--- config.mk ---
export PLATFORM = sky130hd
export DESIGN_NAME = general_timer_block
export DESIGN_NICKNAME = d
export VERILOG_FILES = /design/src/design/gen_timer_pkg.sv /design/src/design/general_timer_block.sv
export SDC_FILE = /design/constraint.sdc
export NUM_CORES = 1
export LEC_CHECK = 0
export BUFFER_PORTS_ARGS = -buffer_cell sky130_fd_sc_hd__buf_2
export CORE_UTILIZATION = 40
export CTS_CLUSTER_DIAMETER = 50
export CTS_CLUSTER_SIZE = 25
export DETAILED_ROUTE_END_ITERATION = 6
export PLACE_DENSITY = 0.65
export RECOVER_POWER = 100
export SETUP_SLACK_MARGIN = 0.2
export SYNTH_ARGS = -nofsm -noshare
export SYNTH_HDL_FRONTEND = slang
export SYNTH_SLANG_ARGS = --single-unit
--- constraint.sdc ---
create_clock -name i_core_clk -period 3 [get_ports i_core_clk]
set_clock_uncertainty 0.15 [all_clocks]
set_input_delay 0.3 -clock i_core_clk [delete_from_list [all_inputs] [get_ports i_core_clk]]
set_output_delay 0.3 -clock i_core_clk [all_outputs]
set_load 0.1 [all_outputs]
--- src/design/gen_timer_pkg.sv ---
// Constants and carrier types for the general timer block
package gen_timer_pkg;

  // Configuration select codes
  localparam logic [2:0] CFG_TIMER32 = 3'h0;
  localparam logic [2:0] CFG_RTC32 = 3'h1;
  localparam logic [2:0] CFG_SPLIT16 = 3'h4;

  // Low half mode field codes
  localparam logic [1:0] MODE_ONESHOT = 2'h1;
  localparam logic [1:0] MODE_PERIODIC = 2'h2;

  // Reset and preload values
  localparam logic [15:0] HALF_RESET = 16'hffff;
  localparam logic [7:0] PRESCALE_RESET = 8'h00;
  localparam logic [31:0] MATCH_RESET = 32'hffff_ffff;
  localparam logic [31:0] RTC_FIRST = 32'h0000_0001;
  localparam logic [31:0] RTC_ROLL = 32'h0000_0000;

  // Clock-mode divider: pin rate down to one tick per second
  localparam int RTC_IN_HZ = 32768;
  localparam int RTC_OUT_HZ = 1;
  localparam int RTC_DIV_DEFAULT = RTC_IN_HZ / RTC_OUT_HZ;

  // Control strobes and levels
  typedef struct packed {
    logic en_set;
    logic en_clr;
    logic adc_trig_en;
    logic lo_stall;
    logic hi_stall;
    logic clock_mode_enable;
  } ctl_t;

  // Status, mask and clear bits
  typedef struct packed {
    logic clock_match;
    logic lo_timeout;
  } irq_bits_t;

endpackage

--- src/design/general_timer_block.sv ---
// Two 16-bit counters joined as a 32-bit timer or 32-bit clock counter
`timescale 1ns/1ns
// How it works
// - Reset sets both counters and load registers to 0xffff, control cleared.
// - Reset sets both prescale registers to 0x00.
// - Config 0 gives 32-bit timer, config 1 gives 32-bit clock counter.
// - In 32-bit modes a load write fills high half from upper 16 bits.
// - Count output shows high half above low half.
// - Only the low half mode field picks one-shot or periodic.
// - Enabled counter counts down and reloads after reaching zero.
// - One-shot clears its enable at time-out; periodic keeps counting.
// - Time-out sets raw status, held until cleared.
// - Unmasked time-out also sets masked status.
// - Time-out pulses the ADC trigger only when trigger enable is set.
// - ADC triggers of all blocks are ORed outside; enable one only.
// - Load write while running loads the counter next cycle.
// - With stall set the counter holds while the debugger halts.
// - Clock mode counts up, loaded with one when first selected.
// - Pin clock divided to one tick per second increments the counter.
// - Count equal to match rolls over to zero and keeps counting.
// - Match sets raw and, if unmasked, masked match status.
// - In clock mode, clock-mode enable makes both stall bits ignored.
// - In 32-bit configs halves act only as one 32-bit timer or one 32-bit clock counter.
// - Config 0x4 selects split 16-bit use; the joined counter idles.
module general_timer_block #(
  parameter int RTC_DIV = gen_timer_pkg::RTC_DIV_DEFAULT
) (
  input wire logic i_core_clk, // System clock
  input wire logic i_resetn, // Async reset, active low
  input wire logic [2:0] i_cfg, // Configuration select level
  input wire logic [1:0] i_lo_mode, // Low half mode field
  input wire gen_timer_pkg::ctl_t i_ctl, // Control strobes and levels
  input wire logic i_load_wr, // Interval load write strobe
  input wire logic [31:0] i_load_data, // Interval load write data
  input wire logic i_match_wr, // Match write strobe
  input wire logic [31:0] i_match_data, // Match write data
  input wire logic i_prescale_wr, // Prescale write strobe
  input wire logic [15:0] i_prescale_data, // Prescale data, high byte to high half
  input wire gen_timer_pkg::irq_bits_t i_irq_mask, // Interrupt mask levels
  input wire gen_timer_pkg::irq_bits_t i_irq_clear, // Write-one-to-clear strobes
  input wire logic i_debug_halt, // Processor halted by debugger
  input wire logic i_capture_compare_pin0, // Capture pin, clock input
  output logic [31:0] o_count, // Joined count value
  output logic [15:0] o_lo_load, // Low half interval load
  output logic [15:0] o_hi_load, // High half interval load
  output logic [7:0] o_lo_prescale, // Low half prescale
  output logic [7:0] o_hi_prescale, // High half prescale
  output logic o_lo_enable, // Low half enable bit
  output gen_timer_pkg::irq_bits_t o_raw_status, // Raw status
  output gen_timer_pkg::irq_bits_t o_masked_status, // Masked status
  output logic o_adc_trigger // ADC trigger pulse
);

  localparam logic [15:0] DIV_LAST = 16'(RTC_DIV - 1);

  logic [31:0] cnt_reg, cnt_next;
  logic [15:0] lo_load_reg, lo_load_next;
  logic [15:0] hi_load_reg, hi_load_next;
  logic [31:0] match_reg, match_next;
  logic [7:0] lo_pre_reg, lo_pre_next;
  logic [7:0] hi_pre_reg, hi_pre_next;
  logic en_reg, en_next;
  logic rtc_seen_reg, rtc_seen_next;
  logic [15:0] div_reg, div_next;
  gen_timer_pkg::irq_bits_t raw_reg, raw_next;
  gen_timer_pkg::irq_bits_t mis_reg, mis_next;
  logic adc_reg, adc_next;
  logic ccp_s1_reg, ccp_s2_reg, ccp_s3_reg;
  logic freeze, timeout_evt, match_evt, tick, mode_timer, mode_rtc;

  // Pin synchroniser and edge history
  always_ff @(posedge i_core_clk or negedge i_resetn)
  begin
    if (!i_resetn)
    begin
      ccp_s1_reg <= 1'b0;
      ccp_s2_reg <= 1'b0;
      ccp_s3_reg <= 1'b0;
    end
    else
    begin
      ccp_s1_reg <= i_capture_compare_pin0;
      ccp_s2_reg <= ccp_s1_reg;
      ccp_s3_reg <= ccp_s2_reg;
    end
  end

  always_comb
  begin
    mode_timer = (i_cfg == gen_timer_pkg::CFG_TIMER32);
    mode_rtc = (i_cfg == gen_timer_pkg::CFG_RTC32);
    // debug stall, ignored in clock mode when clock-mode enable is set
    if (mode_rtc)
      freeze = i_debug_halt && (i_ctl.lo_stall || i_ctl.hi_stall) && !i_ctl.clock_mode_enable;
    else
      freeze = i_debug_halt && i_ctl.lo_stall;
    cnt_next = cnt_reg;
    lo_load_next = lo_load_reg;
    hi_load_next = hi_load_reg;
    match_next = match_reg;
    lo_pre_next = lo_pre_reg;
    hi_pre_next = hi_pre_reg;
    en_next = en_reg;
    rtc_seen_next = rtc_seen_reg;
    div_next = div_reg;
    timeout_evt = 1'b0;
    match_evt = 1'b0;
    tick = 1'b0;
    if (i_prescale_wr)
    begin
      lo_pre_next = i_prescale_data[7:0];
      hi_pre_next = i_prescale_data[15:8];
    end
    if (i_match_wr)
      match_next = i_match_data;
    if (i_load_wr)
    begin
      lo_load_next = i_load_data[15:0];
      if (mode_timer || mode_rtc)
        hi_load_next = i_load_data[31:16];
    end
    if (i_ctl.en_clr)
      en_next = 1'b0;
    if (mode_timer)
    begin
      // running reload from a load write
      if (i_load_wr)
        cnt_next = i_load_data;
      else if (en_reg && !freeze)
      begin
        if (cnt_reg == 32'h0000_0000)
        begin
          cnt_next = {hi_load_reg, lo_load_reg};
          timeout_evt = 1'b1;
          if (i_lo_mode == gen_timer_pkg::MODE_ONESHOT)
            en_next = 1'b0;
        end
        else
          cnt_next = cnt_reg - 32'h0000_0001;
      end
    end
    else if (mode_rtc)
    begin
      if (!rtc_seen_reg)
      begin
        cnt_next = gen_timer_pkg::RTC_FIRST;
        rtc_seen_next = 1'b1;
      end
      else if (en_reg && !freeze)
      begin
        // divide pin clock to one tick
        if (ccp_s2_reg && !ccp_s3_reg)
        begin
          if (div_reg == DIV_LAST)
          begin
            div_next = 16'h0000;
            tick = 1'b1;
          end
          else
            div_next = div_reg + 16'h0001;
        end
        if (cnt_reg == match_reg)
        begin
          cnt_next = gen_timer_pkg::RTC_ROLL;
          match_evt = 1'b1;
        end
        else if (tick)
          cnt_next = cnt_reg + 32'h0000_0001;
      end
    end
    // Set wins over a same-cycle hardware clear
    if (i_ctl.en_set)
      en_next = 1'b1;
  end

  always_comb
  begin
    // one clears, set wins over clear
    raw_next = raw_reg & ~i_irq_clear;
    if (timeout_evt)
      raw_next.lo_timeout = 1'b1;
    if (match_evt)
      raw_next.clock_match = 1'b1;
    mis_next = raw_next & i_irq_mask;
    adc_next = timeout_evt && i_ctl.adc_trig_en;
  end

  always_ff @(posedge i_core_clk or negedge i_resetn)
  begin
    if (!i_resetn)
    begin
      cnt_reg <= {gen_timer_pkg::HALF_RESET, gen_timer_pkg::HALF_RESET};
      lo_load_reg <= gen_timer_pkg::HALF_RESET;
      hi_load_reg <= gen_timer_pkg::HALF_RESET;
      match_reg <= gen_timer_pkg::MATCH_RESET;
      lo_pre_reg <= gen_timer_pkg::PRESCALE_RESET;
      hi_pre_reg <= gen_timer_pkg::PRESCALE_RESET;
      en_reg <= 1'b0;
      rtc_seen_reg <= 1'b0;
      div_reg <= 16'h0000;
      raw_reg <= '0;
      mis_reg <= '0;
      adc_reg <= 1'b0;
    end
    else
    begin
      cnt_reg <= cnt_next;
      lo_load_reg <= lo_load_next;
      hi_load_reg <= hi_load_next;
      match_reg <= match_next;
      lo_pre_reg <= lo_pre_next;
      hi_pre_reg <= hi_pre_next;
      en_reg <= en_next;
      rtc_seen_reg <= rtc_seen_next;
      div_reg <= div_next;
      raw_reg <= raw_next;
      mis_reg <= mis_next;
      adc_reg <= adc_next;
    end
  end

  assign o_count = cnt_reg;
  assign o_lo_load = lo_load_reg;
  assign o_hi_load = hi_load_reg;
  assign o_lo_prescale = lo_pre_reg;
  assign o_hi_prescale = hi_pre_reg;
  assign o_lo_enable = en_reg;
  assign o_raw_status = raw_reg;
  assign o_masked_status = mis_reg;
  // single-cycle pulse for an external OR
  assign o_adc_trigger = adc_reg;

  logic after_rst_reg;
  always_ff @(posedge i_core_clk or negedge i_resetn)
  begin
    if (!i_resetn)
      after_rst_reg <= 1'b0;
    else
      after_rst_reg <= 1'b1;
  end
endmodule

Yosys cells after proc, flatten, opt, wreduce, memory -nomap -nowiden
Index checks and enable logic that the tools add are counted.
{"block": "totals", "wordCells": 84, "reg_bits": 138, "inputBits": 102, "out_inout_bits": 86}
{"block": "classes", "eq_ne": 7, "n_reduce_logical": 18, "mux": 35, "addsub": 3, "n_bitwise": 4}
{"cell": "32-bit 2-to-1 mux", "n": 9}
{"cell": "32-bit by 1-bit adder with 32-bit output (second input constant)", "n": 1}
{"cell": "32-bit == test", "n": 1}
{"cell": "32-bit logical NOT", "n": 1}
{"cell": "32-bit by 1-bit subtractor with 32-bit output (second input constant)", "n": 1}
{"cell": "1-bit 2-to-1 mux", "n": 25}
{"cell": "16-bit by 1-bit adder with 16-bit output (second input constant)", "n": 1}
{"cell": "16-bit by 15-bit == test with 1-bit output (second input constant)", "n": 1}
{"cell": "16-bit 2-to-1 mux", "n": 1}
{"cell": "1-bit logical AND", "n": 6}
{"cell": "5-bit AND reduction", "n": 1}
{"cell": "2-bit bitwise AND", "n": 2}
{"cell": "4-bit by 1-bit != test with 1-bit output (second input constant)", "n": 1}
{"cell": "2-bit AND reduction", "n": 2}
{"cell": "4-bit AND reduction", "n": 1}
{"cell": "3-bit by 1-bit == test with 1-bit output (second input constant)", "n": 1}
{"cell": "1-bit logical NOT", "n": 3}
{"cell": "3-bit logical NOT", "n": 1}
{"cell": "3-bit by 1-bit != test with 1-bit output (second input constant)", "n": 1}
{"cell": "3-bit by 2-bit != test with 1-bit output (second input constant)", "n": 1}
{"cell": "2-bit by 1-bit == test with 1-bit output (second input constant)", "n": 1}
{"cell": "1-bit logical OR", "n": 2}
{"cell": "2-bit inverter", "n": 1}
{"cell": "2-bit nonzero test", "n": 1}
{"cell": "1-bit inverter", "n": 1}

Longest topological paths before layout
Gate-level depths: netlist of run 1.
{"block": "logic_depth", "word_depth": 16, "mapped_depth": 12, "ltp_nobuf": 9}

Worst setup path after synthesis of run 1
No wires, ideal clock.
{"block": "synth_timing", "kind": "register -> register", "startpoint": "register cnt_reg[16], in the netlist o_count[16]", "endpoint": "register cnt_reg[31], in the netlist o_count[31]", "path_stages_with_launch": 10, "t_required_ps": 2787, "synth_period_minus_slack_ps": 2976, "t_arrival_ps": 2763, "path_slack_ps": 24, "n_path_buf": 2, "cell_sequence": "dfstp_2 > buf_2 > and2_1 > and4_1 > clkbuf_1 > nand4_1 > nor3_1 > or3b_2 > a21oi_1 > a22o_1"}
{"block": "synth_between", "elab_chain_cells": 7, "word_cells_on_any_way": 15}
{"element": "from (decl)", "line": "general_timer_block.sv:56", "source": "logic [31:0] cnt_reg, cnt_next;"}
{"element": "from (signal assigned)", "line": "general_timer_block.sv:192", "source": "cnt_reg <= {gen_timer_pkg::HALF_RESET, gen_timer_pkg::HALF_RESET};"}
{"element": "from (signal assigned)", "line": "general_timer_block.sv:207", "source": "cnt_reg <= cnt_next;"}
{"element": "32-bit by 1-bit adder with 32-bit output", "line": "general_timer_block.sv:168", "source": "cnt_next = cnt_reg + 32'h0000_0001;"}
{"element": "32-bit 2-to-1 mux", "line": "general_timer_block.sv:167", "source": "else if (tick)"}
{"element": "32-bit 2-to-1 mux", "line": "general_timer_block.sv:162", "source": "if (cnt_reg == match_reg)"}
{"element": "32-bit 2-to-1 mux", "line": "general_timer_block.sv:149", "source": "else if (en_reg && !freeze)"}
{"element": "32-bit 2-to-1 mux", "line": "general_timer_block.sv:144", "source": "if (!rtc_seen_reg)"}
{"element": "32-bit 2-to-1 mux", "line": "general_timer_block.sv:142", "source": "else if (mode_rtc)"}
{"element": "32-bit 2-to-1 mux", "line": "general_timer_block.sv:124", "source": "if (mode_timer)"}
Several ways; a longest one is shown, not always the timed one. The select of a mux whose other input is x is not followed.
A chain may end at the register's enable or synchronous reset.

Final worst setup path of run 1
{"block": "layout_timing", "startpoint": "register cnt_reg[26], in the netlist o_count[26]", "endpoint": "register en_reg, in the netlist o_lo_enable"}
{"block": "layout_between", "elab_chain_cells": 6}
{"element": "32-bit logical NOT", "line": "general_timer_block.sv:131", "source": "if (cnt_reg == 32'h0000_0000)"}
{"element": "1-bit 2-to-1 mux", "line": "general_timer_block.sv:131"}
{"element": "1-bit 2-to-1 mux", "line": "general_timer_block.sv:129", "source": "else if (en_reg && !freeze)"}
{"element": "1-bit 2-to-1 mux", "line": "general_timer_block.sv:127", "source": "if (i_load_wr)"}
{"element": "1-bit 2-to-1 mux", "line": "general_timer_block.sv:124"}
{"element": "1-bit 2-to-1 mux", "line": "general_timer_block.sv:172", "source": "if (i_ctl.en_set)"}
{"element": "net en_next", "line": "general_timer_block.sv:62", "source": "logic en_reg, en_next;"}
{"element": "to (signal assigned)", "line": "general_timer_block.sv:213", "source": "en_reg <= en_next;"}
{"element": "to (decl)", "line": "general_timer_block.sv:62"}
The timed path passes the listed nets, and every way through them passes these cells.

==> results.json, run 1 <==
{
  "outcome": "complete, but fails checks",
  "violations": "capacitance limit, slew limit",
  "coreArea_um2": 19700,
  "rsz0062_at_grt": "yes",
  "synthCells": 827,
  "powerDensity_nw_per_um2": 644,
  "drive_gt1_share_pct": 33.2,
  "synth_nets": 933,
  "portBuffers": 187,
  "leakagePower_nw": 4.27,
  "dieWidth_um": 144,
  "htreeDepth": 4,
  "dp.final_hpwl_um": 18100,
  "async_flop_share_pct": 100,
  "worstSetupStartpoint": "o_count[26]$_DFFE_PN1P_",
  "slew_headroom_pct": -17.0,
  "reg2reg_to": "o_lo_enable$_DFF_PN0_",
  "std_cell_rows": 51,
  "grt_max_degree": 65,
  "ir_worst_vdd_uv": 424,
  "fmax_mhz": 359,
  "critPathMaxFanout": 6,
  "vias": 7743,
  "drtIter0Drc": 570,
  "reg2reg_depth": 8,
  "netlist_area_um2": 8120,
  "cts.clk_slew.worst_paths_ns": 0.06,
  "crit_type": "flop to flop",
  "critPathCaptureType": "flop",
  "worstReg2RegStart": "o_count[26]$_DFFE_PN1P_",
  "fin_cells": 1382,
  "maxCapViolCount": 2,
  "holdPathEnd": "o_lo_enable$_DFF_PN0_",
  "use_met3_pct": 5.73,
  "dp_cells": 1249,
  "clk_latency_ns": 0.43,
  "min_path_cells": 3,
  "finalHoldViolCount": 0,
  "met1_usage_pct": 33.1,
  "cts_tree": "built",
  "synth_warnings": 0,
  "rrSetupSlack_ns": 0.22,
  "clockRootBuffer": "clkbuf_16",
  "syn_avg_cell_area_um2": 9.82,
  "final-setup-viol-count": 0,
  "cts_buffer_depth": 2,
  "ys.flop_type": "dfstp_2",
  "dieArea_um2": 20900,
  "die_y_um": 144,
  "place_congestion": 0.903,
  "grt_busiest_layer": "met2",
  "drc": 0,
  "hold_class": "primary input to flop",
  "start_kind": "flop",
  "vias_per_cell": 5.60,
  "wire_per_inst_um": 18.9,
  "nets": 1209,
  "cts_made_buffers": 17,
  "yosysSeqAreaShare_pct": 44.0,
  "ioPinCount": 188,
  "grt_overflow": 0,
  "grt_pass1_vias": 7395,
  "initial_core_util_pct": 41.3,
  "worstMarginPinSlew_ns": 1.75,
  "first_pass_iters": 7,
  "clock-sinks": 138,
  "critPathArrivalTime_ns": 2.95,
  "grt_antenna_before_repair": 3,
  "power_mw": 7.09,
  "synth_edf_count": 0,
  "track_usage_pct": 25.2,
  "grt_pass1_wl_um": 39700,
  "required_ns": 3.17,
  "drtAntennaViolNets": 0,
  "ys_types": 67,
  "period_needed_ns": 2.78,
  "routed_wl_um": 26100,
  "setup_tns_ns": 0,
  "met2_usage_pct": 40.4,
  "synth-seq-cells": 138,
  "slew_violations": 97,
  "areaGrowthSynthToFinish_pct": 35.7,
  "period_share_pct": 92.8,
  "min_from": "i_ctl[4]"
}
timing repair:
| item | CTS | global route |
|---|---|---|
| setup buffers | 0 | 10 |
| setup endpoints to repair | 5 | 21 |
| hold buffers | 88 | 0 |
| gates cloned | 0 | 2 |
| hold endpoints to repair | 101 | 0 |
| resized for setup | 2 | 19 |
| pin swaps | 0 | 7 |
worst max-delay path: stages (launching register included):
cell and delay, ns:
dfstp_1 0.45, or4_4 0.61, nor4_4 0.28, buf_4 0.19, nand3_2 0.10, nor2_1 0.31
and3_1 0.28, nand3b_1 0.09, a31o_1 0.22
Yosys cell counts (all sizes together), types with 8 or more instances:
master / count / area, um2
nand4: 21 / 138
nor4: 29 / 239
or3: 10 / 62.6
or4: 8 / 67.6
xor2: 41 / 359
nor3: 25 / 125
o21ai: 68 / 340
dfstp: 96 / 2520
buf: 22 / 143
inv: 21 / 78.8
nand3: 32 / 160
dfrtp: 42 / 1050
a21oi: 29 / 145
mux2: 77 / 867
nand2: 57 / 214
xnor2: 24 / 210
clkbuf: 46 / 173
a211oi: 16 / 120
nor2: 47 / 179
nand2b: 11 / 68.8
a22o: 8 / 70.1
how the worst max path moves through the flow:
stage                         endpoint  slack (ns)  cells past startpoint
4_1_cts         o_count[6]$_DFFE_PN1P_        0.22                      9
6_report         o_lo_enable$_DFF_PN0_        0.22                      8
5_1_grt         o_count[7]$_DFFE_PN1P_        0.12                     10
3_3_place_gp    o_count[9]$_DFFE_PN1P_        0.21                      8
3_5_place_dp    o_count[0]$_DFFE_PN1P_        0.14                      8
2_1_floorplan  o_count[31]$_DFFE_PN1P_        0.17                      9
where the power goes:
group	internal, mW	total (mW)	switching [mW]
Sequential	2.23	2.55	0.316
Combinational	0.631	2.43	1.80
Clock	1.27	2.11	0.840
Total	4.13	7.09	2.96
cell families (layout without fill, tap and decap cells):
| logic type | after synthesis | in the layout | share of synthesized area [%] |
|---|---|---|---|
| AOI/OAI and AO/OA | 174 | 174 | 13.7 |
| xor gates and xnor gates | 65 | 65 | 7.01 |
| adders and majority gates | 4 | 4 | 0.617 |
| buffers and inverters | 89 | 378 | 4.86 |
| DFF | 138 | 138 | 44.0 |
| muxes | 78 | 78 | 10.8 |
| other | 0 | 1 | 0 |
| and+or+nand+nor | 279 | 279 | 18.9 |
layout make-up:
type                            count  area [um2]
Inverter                           21        78.8
Fill cell                        1858        8640
Sequential cell                   138        3660
Clock inverter                     13         139
Antenna cell                        1        2.50
Timing Repair Buffer              325        2120
Clock buffer                       19         453
Multi-Input combinational cell    600        4230
Tap cell                          265         332
metal layers:
metal  wire, um  share of wire, %
met5         19             0.073
met4        668               2.6
met3       1950               7.5
met2      12400                47
met1      11100                42
cell usage in the layout, fill, tap and decap left out, types with 8 or more instances in the layout:
master | synthesis | routed
a211oi_1 | 16 | 15
a21oi_1 | 29 | 29
a22o_1 | 8 | 8
buf_2 | 12 | 95
buf_4 | 0 | 31
clkbuf_1 | 46 | 100
clkbuf_16 | 0 | 19
dfrtp_1 | 42 | 42
dfstp_2 | 96 | 72
dfstp_4 | 0 | 22
dlygate4sd3_1 | 0 | 88
inv_1 | 21 | 20
mux2_2 | 76 | 76
nand2_1 | 57 | 57
nand2b_1 | 11 | 11
nand3_1 | 32 | 31
nand4_1 | 20 | 20
nor2_1 | 46 | 46
nor3_1 | 25 | 24
nor4_1 | 24 | 21
o21ai_0 | 46 | 51
o21ai_1 | 22 | 15
or3_1 | 10 | 9
xnor2_1 | 24 | 24
xor2_1 | 41 | 41
through the flow:
step / hold WS [ns] / instance area (um2) / util (%) / worst slack (ns)
after floorplan: -0.146 / 8230 / - / 0.172
after global placement: 0.187 / 9500 / 48.3 / 0.208
after detailed placement: 0.188 / 9500 / 48.3 / 0.141
after CTS: 0.0171 / 11000 / 55.9 / 0.223
after global routing: 0.0228 / 11000 / 56.0 / 0.115
final: 0.0297 / 11000 / 56.0 / 0.215
No activity file was read; power rests on OpenSTA's default activity.
==> run 2, diff against run 1 <==
==> constraint.sdc (replaced) <==
create_clock -name i_core_clk -period 3 [get_ports i_core_clk]
set_clock_uncertainty 0.15 [all_clocks]
set_input_delay 0.3 -clock i_core_clk [delete_from_list [all_inputs] [get_ports i_core_clk]]
set_output_delay 0.3 -clock i_core_clk [all_outputs]
set_load 0.005 [all_outputs]
==> run 2 against run 1 <==
  * The flow still finishes with violations (capacitance limit, slew limit)
  * Final area up 0.16%
  * Via count fell by 1.9%
  * Cell count grew 0.80%
  * Non-clock buffer count grew 13
  * Critical path depth rose by 1
  * Wire length shrank 0.84%
  * Critical path type unchanged
  * Highest routed layer is now met4
==> results.json, run 2 (synthesis gave the netlist of run 1 again) <==
{
  "outcome": "complete, but fails checks",
  "violations": "capacitance limit, slew limit",
  "slew_violations": 33,
  "required_ns": 3.19,
  "vias": 7596,
  "seqPwrFrac_pct": 41.2,
  "cts_made_buffers": 17,
  "std_cell_rows": 51,
  "nFillCells": 1788,
  "critPathMaxFanout": 21,
  "leakagePower_nw": 4.48,
  "drc": 0,
  "finalHoldViolCount": 0,
  "initial_core_util_pct": 41.3,
  "power_frac_comb_pct": 24.5,
  "drtIter0Drc": 514,
  "cts_buffer_depth": 2,
  "final_cell_mix": "buf_2, dlygate4sd3_1, mux2_2, nand2_1",
  "place_congestion": 0.910,
  "clk_latency_ns": 0.42,
  "grt_pass1_vias": 7427,
  "diodes": 0,
  "period_share_pct": 92.6,
  "fmax_mhz": 360,
  "portBuffers": 187,
  "grt_antenna_before_repair": 0,
  "dpl_cell_area_um2": 9480,
  "grt_max_degree": 60,
  "crit_type": "flop to flop",
  "wire_per_inst_um": 18.6,
  "drtAntennaViolNets": 0,
  "dieArea_um2": 20900,
  "grt_pass1_wl_um": 40200,
  "ir_worst_vdd_uv": 453,
  "first_pass_iters": 6,
  "period_needed_ns": 2.78,
  "postLayoutCellArea_um2": 11000,
  "maxCapViolCount": 1,
  "coreArea_um2": 19700,
  "htreeDepth": 4,
  "dieWidth_um": 144,
  "track_usage_pct": 25.4,
  "final-setup-viol-count": 0,
  "hold_class": "primary input to flop",
  "clock-sinks": 138,
  "powerDensity_nw_per_um2": 535,
  "power.switching_mw": 1.80,
  "routed_wl_um": 25900,
  "pre_cts_slack_ns": 0.0826,
  "internal_power_mw": 4.10,
  "worstMarginPinSlew_ns": 1.71,
  "final_common_cell": "buf_2",
  "fin_ws_ns": 0.223,
  "clockRootBuffer": "clkbuf_16",
  "cts.clk_slew.worst_paths_ns": 0.06,
  "cts_tree": "built",
  "drive_gt1_share_pct": 36.1,
  "critPathArrivalTime_ns": 2.97,
  "setup_tns_ns": 0,
  "die_y_um": 144,
  "start_kind": "flop",
  "slew_headroom_pct": -13.8,
  "pwr-share-clk_pct": 34.2,
  "ioPinCount": 188,
  "areaGrowthSynthToFinish_pct": 35.9,
  "final_core_util_pct": 56.1,
  "nets": 1222,
  "rsz0062_at_grt": "no",
  "grt_overflow": 0,
  "dp.final_hpwl_um": 18100,
  "vias_per_cell": 5.45,
  "power_mw": 5.90,
  "swShare_pct": 30.5,
  "critPathCaptureType": "flop"
}
## run 2: cell types whose count changed in the layout (fill, tap and decap cells not counted), moves of 3 or more
cell,delta
dfstp_1,+41
clkinvlp_4,+4
buf_4,+22
dfstp_2,-19
clkinv_4,-3
dfstp_4,-22
nor4_2,+3
nor4_1,-3
clkbuf_1,-67
inv_6,-3
buf_2,+68
## run 2: area by class of cell
| cell class | count | area, um2 | area share, % |
|---|---|---|---|
| repair buffers | 338 | 2270 | 20.6 |
| multi-input cells | 600 | 4210 | 38.2 |
| clock inverters | 8 | 100 | 0.908 |
| flip-flops and latches | 138 | 3570 | 32.4 |
| well taps | 265 | 332 | 3.01 |
| inverters | 21 | 78.8 | 0.715 |
| clock buffers | 23 | 458 | 4.15 |
## run 2: critical path: stages, from the launching register on
cell	delay, ns
dfstp_1	0.48
or4_4	0.62
nor4_4	0.23
buf_4	0.19
nand4_2	0.10
buf_4	0.23
mux2i_1	0.13
mux2_1	0.29
o211ai_1	0.15
o21ai_0	0.12
## run 2: routing by layer
layer	up-vias	share of wire (%)	wire (um)	track usage, %
met1	3665	43	11000	32.6
met4	0	1.9	495	8.59
met5	-	0	0	0
met3	40	7.5	1930	5.83
li1	3569	-	-	-
met2	322	48	12400	41.9
## run 2: final timing paths
kind / startpoint / to / slack [ns] / depth (start not counted)
max: o_count[27]$_DFFE_PN1P_ / o_count[0]$_DFFE_PN1P_ / 0.22 / 9
min: i_ctl[4] / o_lo_enable$_DFF_PN0_ / 0.03 / 3
max reg2reg: o_count[27]$_DFFE_PN1P_ / o_count[0]$_DFFE_PN1P_ / 0.22 / 9
min reg2reg: ccp_s1_reg$_DFF_PN0_ / ccp_s2_reg$_DFF_PN0_ / 0.21 / 0
max in group asynchronous: i_resetn / o_lo_prescale[2]$_DFFE_PN0P_ / 0.51 / 3
min in group asynchronous: i_resetn / ccp_s3_reg$_DFF_PN0_ / 0.62 / 2
## run 2: what timing repair did
item,in CTS,in global routing
setup endpoints to repair,21,30
hold buffers,87,0
setup buffers,4,14
endpoints found under the hold margin,97,0
resized for setup,1,9
cloned,0,0
pin swaps,1,7
## run 2: stage by stage
| step | std cells | hold WS, ns |
|---|---|---|
| 6_report | 1393 | 0.0345 |
| 3_5_place_dp | 1257 | 0.159 |
| 2_1_floorplan | 827 | -0.146 |
| 4_1_cts | 1379 | 0.00952 |
| 3_3_place_gp | 1257 | 0.162 |
| 5_1_grt | 1393 | 0.0275 |
## run 2: power groups by stage
stage	Combinational (mW)	Clock [mW]	Sequential, mW
floorplan	0.820	0	2.38
global placement	1.27	0	2.49
detailed placement	1.28	0	2.50
CTS	1.38	2.07	2.47
global route	1.58	2.14	2.46
finish	1.45	2.02	2.43
==> run 3, diff against run 2 <==
--- a/config.mk
+++ b/config.mk
@@ -12,6 +12,7 @@
 export DETAILED_ROUTE_END_ITERATION = 6
 export PLACE_DENSITY = 0.65
 export RECOVER_POWER = 100
+export REMOVE_ABC_BUFFERS = 1
 export SETUP_SLACK_MARGIN = 0.2
 export SYNTH_ARGS = -nofsm -noshare
 export SYNTH_HDL_FRONTEND = slang
==> run 3 against run 2 <==
  * The flow still finishes with violations (capacitance limit, slew limit)
  * Hold slack lost 0.023 ns
  * Utilization is 0.93 points higher
  * Sequential power about the same
  * Combinational power about the same
  * Global-route usage rose by 0.088 points
  * First-iteration DRC count down 8.9%
  * Sequential cell count is the same
  * Clock power rose by 9%
  * Sequential share of layout area fell by 0.49 points
  * Critical path depth unchanged
  * Critical path type unchanged
==> results.json, run 3 (synthesis gave the netlist of run 1 again) <==
{
  "outcome": "complete, but fails checks",
  "violations": "capacitance limit, slew limit",
  "min_from": "i_ctl[4]",
  "dieArea_um2": 20900,
  "std_cell_rows": 51,
  "drtAntennaViolNets": 0,
  "critPathMaxFanout": 12,
  "grt_pass1_vias": 7475,
  "final-setup-viol-count": 0,
  "htreeDepth": 4,
  "dieWidth_um": 144,
  "initial_core_util_pct": 41.3,
  "cts.clk_slew.worst_paths_ns": 0.06,
  "power_mw": 6.09,
  "drc": 0,
  "areaGrowthSynthToFinish_pct": 38.1,
  "grt_antenna_before_repair": 0,
  "drtIter0Drc": 468,
  "critPathCaptureType": "flop",
  "grt_max_degree": 64,
  "slew_headroom_pct": -38.0,
  "period_share_pct": 93.7,
  "vias": 7678,
  "dp.final_hpwl_um": 17800,
  "critPathArrivalTime_ns": 3.03,
  "wire_per_inst_um": 18.8,
  "cts_made_buffers": 17,
  "die_y_um": 144,
  "worst_path_largest_cell_delay_ns": 0.71,
  "holdPathEnd": "o_lo_enable$_DFF_PN0_",
  "portBuffers": 187,
  "start_kind": "flop",
  "rsz0062_at_grt": "yes",
  "final_cell_mix": "buf_2, dlygate4sd3_1, mux2_2, nand2_1, dfstp_2",
  "cts_tree": "built",
  "clockRootBuffer": "clkbuf_16",
  "min_path_cells": 3,
  "worstMarginPinSlew_ns": 2.07,
  "hold_class": "primary input to flop",
  "grt_pass1_wl_um": 39800,
  "routed_wl_um": 26300,
  "hold_slack_ns": 0.0110,
  "grt_overflow": 0,
  "reg2reg_depth": 9,
  "clk_latency_ns": 0.44,
  "vias_per_cell": 5.48,
  "coreArea_um2": 19700,
  "period_needed_ns": 2.81,
  "cts_buffer_depth": 2,
  "crit_chain": "xor2_1 -> nor4_2 -> nand4_1 -> buf_4 -> o21ai_4 -> buf_12 -> inv_1 -> a21o_1 -> a22o_1",
  "leakagePower_nw": 4.57,
  "critPathBufInv": 3,
  "nets": 1228,
  "drive_gt1_share_pct": 37.3,
  "track_usage_pct": 25.5,
  "place_congestion": 0.928,
  "critPathTopFamily": "flip-flops",
  "maxCapViolCount": 3,
  "final_common_cell": "buf_2",
  "first_pass_iters": 5,
  "clock-sinks": 138,
  "powerDensity_nw_per_um2": 543,
  "slew_violations": 135,
  "reg2reg_to": "o_count[22]$_DFFE_PN1P_",
  "worstReg2RegStart": "o_count[26]$_DFFE_PN1P_",
  "rrSetupSlack_ns": 0.19,
  "crit_type": "flop to flop",
  "diodes": 0,
  "fmax_mhz": 356,
  "slowest_stage": "dfstp_1",
  "finalHoldViolCount": 0,
  "ir_worst_vdd_uv": 432,
  "required_ns": 3.22,
  "ioPinCount": 188
}
run 3: layout make-up:
| type | count | area (um2) |
|---|---|---|
| flip-flops and latches | 138 | 3580 |
| clock inverters | 14 | 171 |
| fillers | 1734 | 8440 |
| multi-input cells | 600 | 4220 |
| clock buffers | 18 | 439 |
| repair buffers | 344 | 2390 |
| well taps | 265 | 332 |
| inverters | 21 | 78.8 |
run 3: how the worst max path moves through the flow:
| stage | start | end | slack, ns | cells past startpoint |
|---|---|---|---|---|
| after global routing | o_count[25]$_DFFE_PN1P_ | o_count[0]$_DFFE_PN1P_ | 0.06 | 10 |
| after CTS | o_count[6]$_DFFE_PN1P_ | o_count[22]$_DFFE_PN1P_ | 0.22 | 9 |
| final | o_count[26]$_DFFE_PN1P_ | o_count[22]$_DFFE_PN1P_ | 0.19 | 9 |
| after floorplan | o_count[2]$_DFFE_PN1P_ | o_count[22]$_DFFE_PN1P_ | -1.76 | 7 |
| after global placement | o_count[19]$_DFFE_PN1P_ | o_count[15]$_DFFE_PN1P_ | 0.01 | 8 |
| after detailed placement | o_count[19]$_DFFE_PN1P_ | o_count[7]$_DFFE_PN1P_ | -0.03 | 8 |
run 3: through the flow:
| step | instance area (um2) | setup TNS [ns] | cells | util, % | worst slack, ns |
|---|---|---|---|---|---|
| global route | 11200 | 0 | 1400 | 57.0 | 0.0582 |
| detailed placement | 9490 | -0.0673 | 1256 | 48.3 | -0.0251 |
| global placement | 9490 | 0 | 1256 | 48.3 | 0.0116 |
| CTS | 11000 | 0 | 1377 | 56.0 | 0.219 |
| floorplan | 7800 | -47.48 | 759 | - | -1.76 |
| finish | 11200 | 0 | 1400 | 57.0 | 0.188 |
run 3: layer usage:
| metal | global-route usage [%] | vias to the layer above | share of wire, % |
|---|---|---|---|
| li1 | - | 3585 | - |
| met1 | 32.3 | 3722 | 43 |
| met2 | 41.8 | 330 | 48 |
| met3 | 6.03 | 41 | 6.8 |
| met4 | 10.1 | 0 | 2.2 |
| met5 | 0 | - | 0 |
run 3: repair_timing:
action | CTS | global route
hold buffers | 87 | 0
endpoints found under the setup margin | 31 | 32
endpoints found under the hold margin | 119 | 0
pin swaps | 1 | 12
buffers inserted | 2 | 22
gates cloned | 0 | 1
gates resized for setup | 3 | 19
run 3: tightest hold or removal path: cells and delay by family:
family          cells  cell delay, ns
compound gates      1            0.13
buf+inv             2            0.13
run 3: power by group:
part	leakage [nW]	internal [mW]	switching, mW
clock	0.293	1.33	0.867
sequential	1.51	2.18	0.270
combinational	2.76	0.694	0.749
